**config.mk**
```make
export PLATFORM = sky130hd
export DESIGN_NAME = rcs_strap_sampler
export DESIGN_NICKNAME = d
export VERILOG_FILES = /design/src/verilog/rcs_pkg.sv /design/src/verilog/rcs_strap_sampler.sv
export VERILOG_INCLUDE_DIRS = /design/src /design/src/verilog
export SDC_FILE = /design/constraint.sdc
export NUM_CORES = 1
export LEC_CHECK = 0
export BUFFER_PORTS_ARGS = -buffer_cell sky130_fd_sc_hd__buf_2
export CORE_MARGIN = 2
export CORE_UTILIZATION = 30
export CTS_BUF_LIST = sky130_fd_sc_hd__clkbuf_2 sky130_fd_sc_hd__clkbuf_4 sky130_fd_sc_hd__clkbuf_8
export DETAILED_ROUTE_END_ITERATION = 6
export PLACE_DENSITY = 0.73
export SLEW_MARGIN = 20
export SYNTH_ARGS = -nofsm -noshare
export SYNTH_HDL_FRONTEND = slang
export SYNTH_SLANG_ARGS = --single-unit
export TNS_END_PERCENT = 20
```
**constraint.sdc**
```tcl
create_clock -name clk -period 1.6 [get_ports clk]
set_input_delay 0.24 -clock clk [delete_from_list [all_inputs] [get_ports clk]]
set_output_delay 0.24 -clock clk [all_outputs]
set_load 0.05 [all_outputs]
```
**src/verilog/rcs_params.svh**
```systemverilog
// offsets, field positions, speed, strap and response codes of the strap sampler
`ifndef RCS_PARAMS_SVH
`define RCS_PARAMS_SVH
`define RCS_OFF_POWER_ON_CONFIGURATION 4'h0
`define RCS_OFF_POWER_STATE 4'h4
`define RCS_OFF_INTC_BASE 4'h8
`define RCS_OFF_CONTROL 4'hC
`define RCS_BIT_FAST_WAKE 5
`define RCS_BIT_SPEED_LO 18
`define RCS_BIT_SPEED_HI 19
`define RCS_BIT_INTC_ENABLE 11
`define RCS_SPEED_66 2'h0
`define RCS_SPEED_100 2'h2
`define RCS_SPEED_133 2'h1
`define RCS_STRAP_66 2'h0
`define RCS_STRAP_100 2'h1
`define RCS_STRAP_133 2'h3
`define RCS_RESP_OKAY 2'h0
`define RCS_RESP_SLVERR 2'h2
`endif

```
**src/verilog/rcs_pkg.sv**
```systemverilog
// types of the strap sampler
package rcs_pkg;
    typedef enum logic [1:0] {
        rcs_running = 2'b00,
        rcs_stop_grant = 2'b01,
        rcs_fast_wake = 2'b10
    } rcs_power_type;
endpackage : rcs_pkg

```
**src/verilog/rcs_strap_sampler.sv**
```systemverilog
// reset configuration strap sampler with axi4-lite register access
// Operation
// - capture straps only at reset release edge
// - address straps sampled at reset release
// - stop request normally enters clock-stop grant
// - fast-wake strap selects fast-wake state instead
// - fast-wake still services priority agent snoops
// - fast-wake blocks symmetric snoops and interrupts
// - bit 5 reports fast-wake enable
// - bus speed shown in bits 19:18
// - speed codes 66=00, 100=10, 133=01
// - data line 0 low clears global enable
// - otherwise global enable set at reset
// - cleared enable disables controller until reset
//
// Added by the designer: the placing of the registers and the AXI4-Lite interface to the registers.
`timescale 1ns/10ps
`default_nettype none
`include "rcs_params.svh"
module rcs_strap_sampler
    import rcs_pkg::*;
(
    // clock and reset
    input wire logic clk,
    input wire logic rst_n,
    // straps and power request pins
    input wire logic addr_line_fifteen_n,
    input wire logic [1:0] bus_speed_strap,
    input wire logic intc_data_line0,
    input wire logic stop_clock_request_n,
    // snoop and interrupt sources
    input wire logic priority_snoop_req,
    input wire logic symmetric_snoop_req,
    input wire logic interrupt_req,
    // power state and gated services
    output logic stop_grant_active,
    output logic fast_wake_active,
    output logic priority_snoop_ack,
    output logic symmetric_snoop_ack,
    output logic interrupt_latched,
    output logic intc_enabled,
    // axi4-lite write address
    input wire logic [3:0] s_axi_awaddr,
    input wire logic s_axi_awvalid,
    output logic s_axi_awready,
    // axi4-lite write data
    input wire logic [31:0] s_axi_wdata,
    input wire logic [3:0] s_axi_wstrb,
    input wire logic s_axi_wvalid,
    output logic s_axi_wready,
    // axi4-lite write response
    output logic [1:0] s_axi_bresp,
    output logic s_axi_bvalid,
    input wire logic s_axi_bready,
    // axi4-lite read address
    input wire logic [3:0] s_axi_araddr,
    input wire logic s_axi_arvalid,
    output logic s_axi_arready,
    // axi4-lite read data
    output logic [31:0] s_axi_rdata,
    output logic [1:0] s_axi_rresp,
    output logic s_axi_rvalid,
    input wire logic s_axi_rready
);

    logic in_reset;
    logic fast_wake_en;
    logic [1:0] speed_code;
    logic [1:0] next_speed_code;
    logic intc_global_en;
    rcs_power_type power_state;
    rcs_power_type next_power_state;
    logic [3:0] aw_addr;
    logic aw_held;
    logic w_held;
    logic [3:0] w_strb;
    logic [31:0] w_data;
    logic write_go;

    // register map seen over the bus:
    //   0x0 power-on configuration, read-only
    //       bit 5 fast-wake strap, bits 19:18 bus speed code
    //   0x4 power state, read-only: 00 run, 01 stop grant, 10 fast wake
    //   0x8 interrupt controller base, bit 11 global enable
    //       a zero clears it; a one never sets it again before reset
    //   0xC control, bit 0 priority snoop service enable
    // writes to the read-only words are refused with an error response
    logic ctl_ack_en;
    logic [31:0] config_word;
    logic [31:0] next_rdata;
    logic [1:0] next_rresp;

    // remembers reset so the release edge can be seen synchronously
    always_ff @(posedge clk) begin
        in_reset <= ~rst_n;
    end

    // speed strap decode; the reserved code falls back to the slow bus
    always_comb begin
        next_speed_code = `RCS_SPEED_66;
        unique case (bus_speed_strap)
            `RCS_STRAP_100: next_speed_code = `RCS_SPEED_100;
            `RCS_STRAP_133: next_speed_code = `RCS_SPEED_133;
            default: next_speed_code = `RCS_SPEED_66;
        endcase
    end

    // straps latched only on the first clock after release
    // pin activity after that edge is ignored until the next reset
    always_ff @(posedge clk) begin
        if (!rst_n) begin
            fast_wake_en <= 1'b0;
        end else if (in_reset) begin
            fast_wake_en <= ~addr_line_fifteen_n;
        end
    end

    always_ff @(posedge clk) begin
        if (!rst_n) begin
            speed_code <= `RCS_SPEED_66;
        end else if (in_reset) begin
            speed_code <= next_speed_code;
        end
    end

    // global enable set by reset, may only be cleared until next reset
    // uses the parked write data, the live bus may already have moved on
    always_ff @(posedge clk) begin
        if (!rst_n) begin
            intc_global_en <= 1'b1;
        end else if (in_reset && !intc_data_line0) begin
            intc_global_en <= 1'b0;
        end else if (write_go && aw_addr == `RCS_OFF_INTC_BASE
                     && w_strb[1] && !w_data[`RCS_BIT_INTC_ENABLE]) begin
            intc_global_en <= 1'b0;
        end
    end

    assign intc_enabled = intc_global_en;

    // stop request power state
    always_comb begin
        next_power_state = rcs_running;
        if (!stop_clock_request_n) begin
            next_power_state = fast_wake_en ? rcs_fast_wake
                                            : rcs_stop_grant;
        end
    end

    always_ff @(posedge clk) begin
        if (!rst_n || in_reset) begin
            power_state <= rcs_running;
        end else begin
            power_state <= next_power_state;
        end
    end

    assign stop_grant_active = (power_state == rcs_stop_grant);
    assign fast_wake_active = (power_state == rcs_fast_wake);

    // snoop and interrupt gating
    always_ff @(posedge clk) begin
        if (!rst_n) begin
            priority_snoop_ack <= 1'b0;
            symmetric_snoop_ack <= 1'b0;
            interrupt_latched <= 1'b0;
        end else begin
            priority_snoop_ack <= priority_snoop_req & ctl_ack_en;
            symmetric_snoop_ack <= symmetric_snoop_req
                                   & (power_state != rcs_fast_wake);
            interrupt_latched <= interrupt_req & intc_global_en
                                 & (power_state != rcs_fast_wake);
        end
    end

    // configuration word is read-only
    always_comb begin
        config_word = 32'h0000_0000;
        config_word[`RCS_BIT_FAST_WAKE] = fast_wake_en;
        config_word[`RCS_BIT_SPEED_HI:`RCS_BIT_SPEED_LO] = speed_code;
    end

    // write channels: address and data parked until both arrive
    // ready stays low while a response is pending, so no beat is lost
    assign s_axi_awready = ~aw_held & ~s_axi_bvalid;
    assign s_axi_wready = ~w_held & ~s_axi_bvalid;
    assign write_go = aw_held & w_held;

    // write address parking
    always_ff @(posedge clk) begin
        if (!rst_n) begin
            aw_held <= 1'b0;
            aw_addr <= 4'h0;
        end else if (write_go) begin
            aw_held <= 1'b0;
        end else if (s_axi_awvalid && s_axi_awready) begin
            aw_held <= 1'b1;
            aw_addr <= s_axi_awaddr;
        end
    end

    // write data parking
    always_ff @(posedge clk) begin
        if (!rst_n) begin
            w_held <= 1'b0;
            w_strb <= 4'h0;
            w_data <= 32'h0000_0000;
        end else if (write_go) begin
            w_held <= 1'b0;
        end else if (s_axi_wvalid && s_axi_wready) begin
            w_held <= 1'b1;
            w_strb <= s_axi_wstrb;
            w_data <= s_axi_wdata;
        end
    end

    // write response follows both beats by one clock
    always_ff @(posedge clk) begin
        if (!rst_n) begin
            s_axi_bvalid <= 1'b0;
            s_axi_bresp <= `RCS_RESP_OKAY;
        end else if (write_go) begin
            s_axi_bvalid <= 1'b1;
            s_axi_bresp <= (aw_addr == `RCS_OFF_INTC_BASE
                            || aw_addr == `RCS_OFF_CONTROL)
                           ? `RCS_RESP_OKAY : `RCS_RESP_SLVERR;
        end else if (s_axi_bvalid && s_axi_bready) begin
            s_axi_bvalid <= 1'b0;
        end
    end

    // control register: priority snoop service enable
    always_ff @(posedge clk) begin
        if (!rst_n) begin
            ctl_ack_en <= 1'b1;
        end else if (write_go && aw_addr == `RCS_OFF_CONTROL
                     && w_strb[0]) begin
            ctl_ack_en <= w_data[0];
        end
    end

    // read channel: one read at a time, address taken when idle
    assign s_axi_arready = ~s_axi_rvalid;

    always_comb begin
        next_rdata = 32'h0000_0000;
        next_rresp = `RCS_RESP_OKAY;
        unique case (s_axi_araddr)
            `RCS_OFF_POWER_ON_CONFIGURATION: next_rdata = config_word;
            `RCS_OFF_POWER_STATE: next_rdata = {30'h0, power_state};
            `RCS_OFF_INTC_BASE:
                next_rdata = {20'h0, intc_global_en, 11'h0};
            `RCS_OFF_CONTROL: next_rdata = {31'h0, ctl_ack_en};
            default: next_rresp = `RCS_RESP_SLVERR;
        endcase
    end

    // read valid stands until the master takes it
    always_ff @(posedge clk) begin
        if (!rst_n) begin
            s_axi_rvalid <= 1'b0;
        end else if (s_axi_arvalid && s_axi_arready) begin
            s_axi_rvalid <= 1'b1;
        end else if (s_axi_rvalid && s_axi_rready) begin
            s_axi_rvalid <= 1'b0;
        end
    end

    // read data is frozen while valid stands
    always_ff @(posedge clk) begin
        if (!rst_n) begin
            s_axi_rdata <= 32'h0000_0000;
            s_axi_rresp <= `RCS_RESP_OKAY;
        end else if (s_axi_arvalid && s_axi_arready) begin
            s_axi_rdata <= next_rdata;
            s_axi_rresp <= next_rresp;
        end
    end

endmodule : rcs_strap_sampler
`default_nettype wire
```
==> reports/results.env, run 1 <==
IO-PIN-COUNT=106
NUMBER_OF_ANTENNA_VIOLATIONS_AT_THE_FIRST_CHECK_IN_GLOBAL_ROUTING=0
MAX_SLEW.WORST_PIN.SLEW_NS=0.522
CLOCK_PATH_BUFFERS=2
P_CLK_SHARE_PCT=35.3
CRIT_PATH_CELL_TRACE='nor2b_1, buf_2'
CTS_HTREE_LEVELS=2
SYNTH-SEQ-AREA-SHARE_PCT=45.2
PWR-SHARE-COMB_PCT=20.3
DRT_ITER0_DRC=19
HOLDCRITPATHCLASS='in2reg'
FINAL.MIN_CLOCK_PERIOD_NS=1.42
FF_LATCH_AREA_UM2=621
WIRE_LENGTH_OF_THE_FIRST_GLOBAL_ROUTING_PASS_MM=4.09
FINALNONFILLERCELLS=253
POST_DRT_VIA_CELL_RATIO=4.25
NFILLCELLS=482
HOLD_SLACK_NS=0.141
WORST_SLEW_MARGIN_REL_PCT=64.9
DETAIL_ROUTE.WIRELENGTH_MM=2.61
CLOCK_TREE_FROM_TRITONCTS='done'
DIODES=0
CTS-HOLD-FIX-BUFFERS=0
VERTICAL_DIE_DIMENSION_UM=71.7
CP_MAX_FO=3
FINALSETUPTNS_NS=0
GRT_USE_TOTAL_PCT=10.5
MAX-VDD-IR-DROP_mV=0.432
SETUP.WORST_PATH.CLASS='reg2out'
P_LEAK_nW=0.778
TIMING.CRITICAL_PATH.BUF_INV=1
CRITPATHARRIVALTIME_NS=1.18
CTS_NUM_SINKS=31
CAP_VIOL_MAX_COUNT=0
FIRST_GLOBAL_VIAS=928
START_KIND='register'
DRTANTENNAVIOLNETS=0
CP_SLOWEST_STAGE_DELAY_NS=0.34
PLACE.PORT_BUFFERS=45
PLACE_AREA_UM2=1550
DP_WORST_SETUP_SLACK_NS=0.337
SYNTH_AREA_UM2=1370
FINALHOLDVIOLATIONS=0
POWER.SEQUENTIAL.FRACTION_PCT=44.3
POWER.DENSITY_nW_PER_UM2=1150
AVERAGE_CELL_AREA_AFTER_SYNTHESIS_UM2=9.10
START_UTIL_PCT=31.3
FIN_SKEW_NS=0.00414
LAYOUT-AREA-OVERHEAD-VS-SYNTH_PCT=20.0
POST_CTS_BUFFERS=0
REQUIRED_TIME_AT_THE_ENDPOINT_OF_THE_CRITICAL_PATH_NS=1.36
CLK_TRANSITION_REPORTED_PATHS_NS=0.06
CTS_ROOT_BUF='clkbuf_8'
DP_HPWL_MM=2.11
TOTAL_NET_SWITCHING_POWER_uW=608
MAX_FREQ_MHz=707
GRT.OVERFLOW.TOTAL=0
MULTI_INPUT_AREA_UM2=601
CTS_INSERTED_BUFFERS=5
SYNTH.LIB_CELLS_USED.DISTINCT=28
DESIGN_POWER_TOTAL_mW=1.90
RUN_STATUS='finished, final reports clean'
RESIDUAL_DRC_COUNT=0
REPORT.FINAL.SLEW_VIOL_COUNT=0
UTILIZATION_PCT=37.6
FINAL_MIN_PERIOD_OVER_CLOCK_PERIOD_PCT=88.4
RSZ_0062_RAISED_AFTER_GLOBAL_ROUTING='false'
VIAS=1074
POST_LAYOUT_WORST_SETUP_MARGIN_NS=0.185
WL_PER_CELL_UM=10.3
NNETSFINAL=259
FINAL_LAYOUT_SIZE_SUFFIX_GT1_SHARE_PCT=29.4
INSERTION_DELAY_NS=0.27
PLACEABLECOREAREA_UM2=4380
INTERNAL_POWER_mW=1.29
PLACE_CONGESTION=0.725
WORST_SETUP_PATH_END_KIND='primary output'
MAXIMUM_NUMBER_OF_PINS_ON_ONE_NET_BEFORE_GLOBAL_ROUTE_REPAIR=19
CTS_RESIZED=0
YS_SEQ_ELEMENTS=31
DRT_PRE_ANTENNA_ITERS=4
DIE_X_UM=71.7
PLACEMENT_ROWS=24
CRITICAL_PATH.TOP_DELAY_FAMILY='flip-flops'
SYNTH_CELLS=151
YS_WARN_COUNT=0
DIE-AREA_UM2=5140
DPL.CELL_COUNT=245
CELL_AT_THE_SLOWEST_STAGE_OF_THE_CRITICAL_PATH='dfxtp_1'
FINISH.INSTANCE_AREA_UM2=1650
FINAL-SETUP-VIOL-COUNT=0
SW_RATIO_PCT=32.1
[cells by family (layout without fill, tap and decap cells)]
kind of cell,count (synthesis),in the layout,synth area share (%)
AO/OA/AOI/OAI,18,18,7.47
flip-flops,31,31,45.2
AND/OR/NAND/NOR,55,55,21.9
buffers and inverters,37,60,18.5
multiplexers,9,9,6.65
other,1,28,0.273
[flip-flops by register name, summed over array words and instances, names as in the netlist, 2 cells and up]
register     count
power_state      2
aw_addr          4
w_strb           2
s_axi_rdata      6
w_data           2
speed_code       2
[routing by layer]
layer	vias to the layer above	GRT usage, %	part of all wire (%)
li1	553	-	-
met5	-	0	0
met2	33	16.8	49
met4	0	5.03	1.4
met3	4	3.80	6.1
met1	484	12.4	43
[layout make-up]
class                   instances  area share (%)
inverters                       5            1.14
clock inverters                 1           0.455
clock buffers                   7            5.84
multi-input cells             110            36.4
flip-flops and latches         31            37.6
repair buffers                 47            14.6
well taps                      52            3.95
[path summary, 6_finish.rpt]
kind	start	slack [ns]	cells past startpoint	end
worst min register to register	s_axi_rdata[5]	0.45	2	s_axi_rdata[5]
worst min-delay path	addr_line_fifteen_n	0.14	2	fast_wake_en
worst max-delay path	power_state[1]	0.18	2	fast_wake_active
worst max register to register	w_held	0.33	3	w_strb[0]
[synthesized netlist by cell type]
| cell type | count | area share [%] |
|---|---|---|
| nor3b_2 | 2 | 1.8 |
| nor2_1 | 15 | 4.1 |
| conb_1 | 1 | 0.27 |
| a21oi_1 | 13 | 4.7 |
| buf_4 | 28 | 15 |
| nand3_1 | 4 | 1.5 |
| nand4_1 | 4 | 1.8 |
| mux2_2 | 1 | 0.82 |
| a22oi_1 | 1 | 0.55 |
| and4bb_1 | 1 | 0.91 |
| inv_1 | 5 | 1.4 |
| dfxtp_1 | 31 | 45 |
| nand2b_1 | 3 | 1.4 |
| nor3b_1 | 1 | 0.55 |
| and3_1 | 2 | 0.91 |
| nand2_1 | 10 | 2.7 |
| nor4b_1 | 2 | 1.3 |
| nor4_1 | 2 | 0.91 |
| clkbuf_1 | 3 | 0.82 |
| o21ai_0 | 1 | 0.36 |
| nor3_1 | 2 | 0.73 |
| and2_2 | 1 | 0.55 |
| a211oi_1 | 2 | 1.1 |
| nand3b_1 | 1 | 0.55 |
| mux2i_1 | 8 | 5.8 |
| a221o_1 | 1 | 0.73 |
| nor2b_1 | 5 | 2.3 |
| clkbuf_8 | 1 | 1.0 |
[worst register-to-register path, stage by stage, from the launching register on]
cell and delay [ns]:
dfxtp_1 0.38, nor3b_2 0.48, mux2i_1 0.25, nor2_1 0.05
[power by group through the flow]
stage / Clock, mW / Sequential (mW) / Combinational, mW
floorplan: 0 / 0.899 / 0.324
global placement: 0 / 0.858 / 0.384
detailed placement: 0 / 0.859 / 0.387
CTS: 0.697 / 0.842 / 0.388
global route: 0.726 / 0.847 / 0.410
finish: 0.670 / 0.841 / 0.386
[layout by cell type, fill, tap and decap left out]
cell / count
conb_1: 28
nor4_1: 2
inv_1: 5
and4bb_1: 1
nor2_1: 15
o21ai_0: 1
mux2_2: 1
nand3_1: 4
nor2b_1: 5
nand3b_1: 1
a211oi_1: 2
buf_2: 45
nand4_1: 4
a21oi_1: 13
a221o_1: 1
nor3b_2: 2
and2_2: 1
nor3_1: 2
dfxtp_1: 31
mux2i_1: 8
clkinvlp_4: 1
a22oi_1: 1
nand2b_1: 3
and3_1: 2
nor4b_1: 2
nand2_1: 10
nor3b_1: 1
clkbuf_8: 7
buf_4: 2
Note: power is estimated with default switching activity, not from simulation.
==> run 2, diff against run 1 <==
Settings changed: RECOVER_POWER set to 100.
==> run 2 against run 1 <==
Compared with the run above: sequential power about the same; highest routed layer unchanged; final area down 1.4%; non-clock buffer count unchanged; die area unchanged; critical path depth unchanged; maximum frequency down 1.7%; core utilization down 0.54 points; global-route usage unchanged; clock power about the same; largest power group unchanged; cell count unchanged.
==> reports/results.env, run 2 (synthesized netlist as in run 1, its figures left out) <==
CTS_NUM_SINKS=31  # unchanged
CRITICAL_PATH.TOP_DELAY_FAMILY='flip-flops'
MAX-VDD-IR-DROP_mV=0.432  # about the same
GRT_USE_TOTAL_PCT=10.5  # unchanged
MOSTFREQUENTLAYOUTCELL='dfxtp_1'
PLACE_CONGESTION=0.725  # unchanged
MAXIMUM_NUMBER_OF_PINS_ON_ONE_NET_BEFORE_GLOBAL_ROUTE_REPAIR=19  # unchanged
CTS_ROOT_BUF='clkbuf_8'
GRT.OVERFLOW.TOTAL=0  # unchanged
DRTANTENNAVIOLNETS=0  # unchanged
WORST_R2R_ENDPOINT='w_strb[0]'
DPL.CELL_COUNT=245  # unchanged
PLACE_AREA_UM2=1550  # unchanged
FIRST_GLOBAL_VIAS=928  # unchanged
WORST_SLEW_MARGIN_REL_PCT=50.6  # -14 points
TOP_REGISTER='s_axi_rdata'
CP_MAX_FO=3  # unchanged
FF2FF_SETUP_SLACK_NS=0.30  # -0.03 ns
PLACE.PORT_BUFFERS=45  # unchanged
LAYOUT-AREA-OVERHEAD-VS-SYNTH_PCT=18.3
CRITPATHARRIVALTIME_NS=1.20  # +0.02 ns
SW_RATIO_PCT=32.2  # +0.19 points
CP_SLOWEST_STAGE_DELAY_NS=0.34  # about the same
DP_HPWL_MM=2.11  # unchanged
POWER.SEQUENTIAL.FRACTION_PCT=44.4  # about the same
DRT_PRE_ANTENNA_ITERS=4  # unchanged
LARGEST_REGISTER_FF_COUNT=6  # unchanged
PLACEABLECOREAREA_UM2=4380  # unchanged
FINALSETUPTNS_NS=0  # unchanged
P_CLK_SHARE_PCT=35.5  # +0.2 points
FIN_SKEW_NS=0.00403  # -0.000105 ns
CLOCK_TREE_FROM_TRITONCTS='done'
MAX_FREQ_MHz=695  # -1.7%
MAX_SLEW.WORST_PIN.SLEW_NS=0.740  # +0.218 ns
CTS_HTREE_LEVELS=2  # unchanged
CLOCK_PATH_BUFFERS=2  # unchanged
WIRE_LENGTH_OF_THE_FIRST_GLOBAL_ROUTING_PASS_MM=4.09  # unchanged
DIODES=0  # unchanged
PLACEMENT_ROWS=24  # unchanged
PWR-SHARE-COMB_PCT=20.1  # -0.2 points
CAP_VIOL_MAX_COUNT=0  # unchanged
TOTAL_NET_SWITCHING_POWER_uW=611  # +0.43%
RR_STARTPOINT='w_held'
REPORT.FINAL.SLEW_VIOL_COUNT=0  # unchanged
DETAIL_ROUTE.WIRELENGTH_MM=2.63  # +0.77%
HOLDPATHSTAGES=2  # unchanged
DIE-AREA_UM2=5140  # unchanged
DIE_X_UM=71.7  # unchanged
CTS-HOLD-FIX-BUFFERS=0  # unchanged
CELL_AT_THE_SLOWEST_STAGE_OF_THE_CRITICAL_PATH='dfxtp_1'
NNETSFINAL=259  # unchanged
FINALNONFILLERCELLS=253  # unchanged
WL_PER_CELL_UM=10.4  # +0.77%
CRIT_PATH_CELL_TRACE='nor2b_1, clkbuf_2'
INTERNAL_POWER_mW=1.28  # -0.44%
START_UTIL_PCT=31.3  # unchanged
REQUIRED_TIME_AT_THE_ENDPOINT_OF_THE_CRITICAL_PATH_NS=1.36  # about the same
FINISH.INSTANCE_AREA_UM2=1630  # -1.4%
CLK_TRANSITION_REPORTED_PATHS_NS=0.06  # about the same
WORSTREGTOREGCELLS=3  # unchanged
START_KIND='register'
INSERTION_DELAY_NS=0.27  # about the same
FINAL-SETUP-VIOL-COUNT=0  # unchanged
HOLDCRITPATHCLASS='in2reg'
CTS_RESIZED=0  # unchanged
MIN_DELAY_WORST_ENDPOINT='fast_wake_en'
FINALHOLDVIOLATIONS=0  # unchanged
RSZ_0062_RAISED_AFTER_GLOBAL_ROUTING='false'
DRT_ITER0_DRC=17  # -2
TIMING.CRITICAL_PATH.BUF_INV=1  # unchanged
RUN_STATUS='finished, final reports clean'
CTS_INSERTED_BUFFERS=5  # unchanged
SETUP.WORST_PATH.CLASS='reg2out'
FINAL_MIN_PERIOD_OVER_CLOCK_PERIOD_PCT=90.0  # +1.5 points
WORST_SETUP_PATH_END_KIND='primary output'
RESIDUAL_DRC_COUNT=0  # unchanged
POST_CTS_BUFFERS=0  # unchanged
NUMBER_OF_ANTENNA_VIOLATIONS_AT_THE_FIRST_CHECK_IN_GLOBAL_ROUTING=0  # unchanged
P_LEAK_nW=0.716  # -7.9%
LARGEST_REGISTERS_RANKED_BY_FLIP_FLOP_COUNT='s_axi_rdata (6), aw_addr (4)'
IO-PIN-COUNT=106  # unchanged
POST_DRT_VIA_CELL_RATIO=4.25  # about the same
POWER.DENSITY_nW_PER_UM2=1170  # +1.3%
FINAL.MIN_CLOCK_PERIOD_NS=1.44  # +0.0242 ns
MIN-DELAY-START='addr_line_fifteen_n'
MOST-COMMON-LAYOUT-CELLS='dfxtp_1, conb_1, buf_2'
VERTICAL_DIE_DIMENSION_UM=71.7  # unchanged
FINAL_LAYOUT_SIZE_SUFFIX_GT1_SHARE_PCT=20.9  # -8.5 points
VIAS=1075  # +0.093%
-- run 2: cell types whose count changed in the layout (fill, tap and decap cells not counted), sizes merged --
| cell | delta |
|---|---|
| buf | -21 |
| clkbuf | +21 |
-- run 2: worst max-delay path by stage --
stage / from / end / cells after the start
floorplan: s_axi_bvalid / s_axi_awready / 1
CTS: power_state[1] / fast_wake_active / 2
global route: power_state[1] / fast_wake_active / 2
global placement: w_held / w_data[0] / 3
finish: power_state[1] / fast_wake_active / 2
detailed placement: w_held / w_strb[0] / 3
-- run 2: power groups by stage --
stage | clock network, mW | logic [mW] | registers (mW)
floorplan | 0 | 0.324 | 0.899
global placement | 0 | 0.384 | 0.858
detailed placement | 0 | 0.387 | 0.859
CTS | 0.697 | 0.388 | 0.842
global route | 0.726 | 0.405 | 0.848
finish | 0.672 | 0.381 | 0.842
-- run 2: worst register-to-register path: cells and delay by family, from the launching register on --
kind             cells  cell delay, ns
DFF                  1            0.38
muxes                1            0.25
and+or+nand+nor      2            0.54
-- run 2: area by class of cell --
class | instances | area (um^2)
clock buffer | 7 | 96.3
fill | 484 | 2760
clock inverter | 1 | 7.51
tap | 52 | 65.1
multi-input combinational | 110 | 599
sequential | 31 | 621
timing repair buffer | 47 | 218
inverter | 5 | 18.8
-- run 2: layer usage --
layer | wire [um] | GRT usage [%]
met3 | 152 | 3.80
met2 | 1280 | 16.8
met1 | 1150 | 12.4
met5 | 0 | 0
met4 | 36 | 5.03
-- run 2: per-stage QoR --
stage | util [%] | hold WS (ns) | power, mW | setup slack, ns
global route | 37.1 | 0.132 | 1.98 | 0.0690
finish | 37.1 | 0.141 | 1.89 | 0.161
global placement | 35.2 | 0.418 | 1.24 | 0.360
detailed placement | 35.2 | 0.430 | 1.25 | 0.337
CTS | 37.6 | 0.130 | 1.93 | 0.161
floorplan | - | 0.312 | 1.22 | 0.113
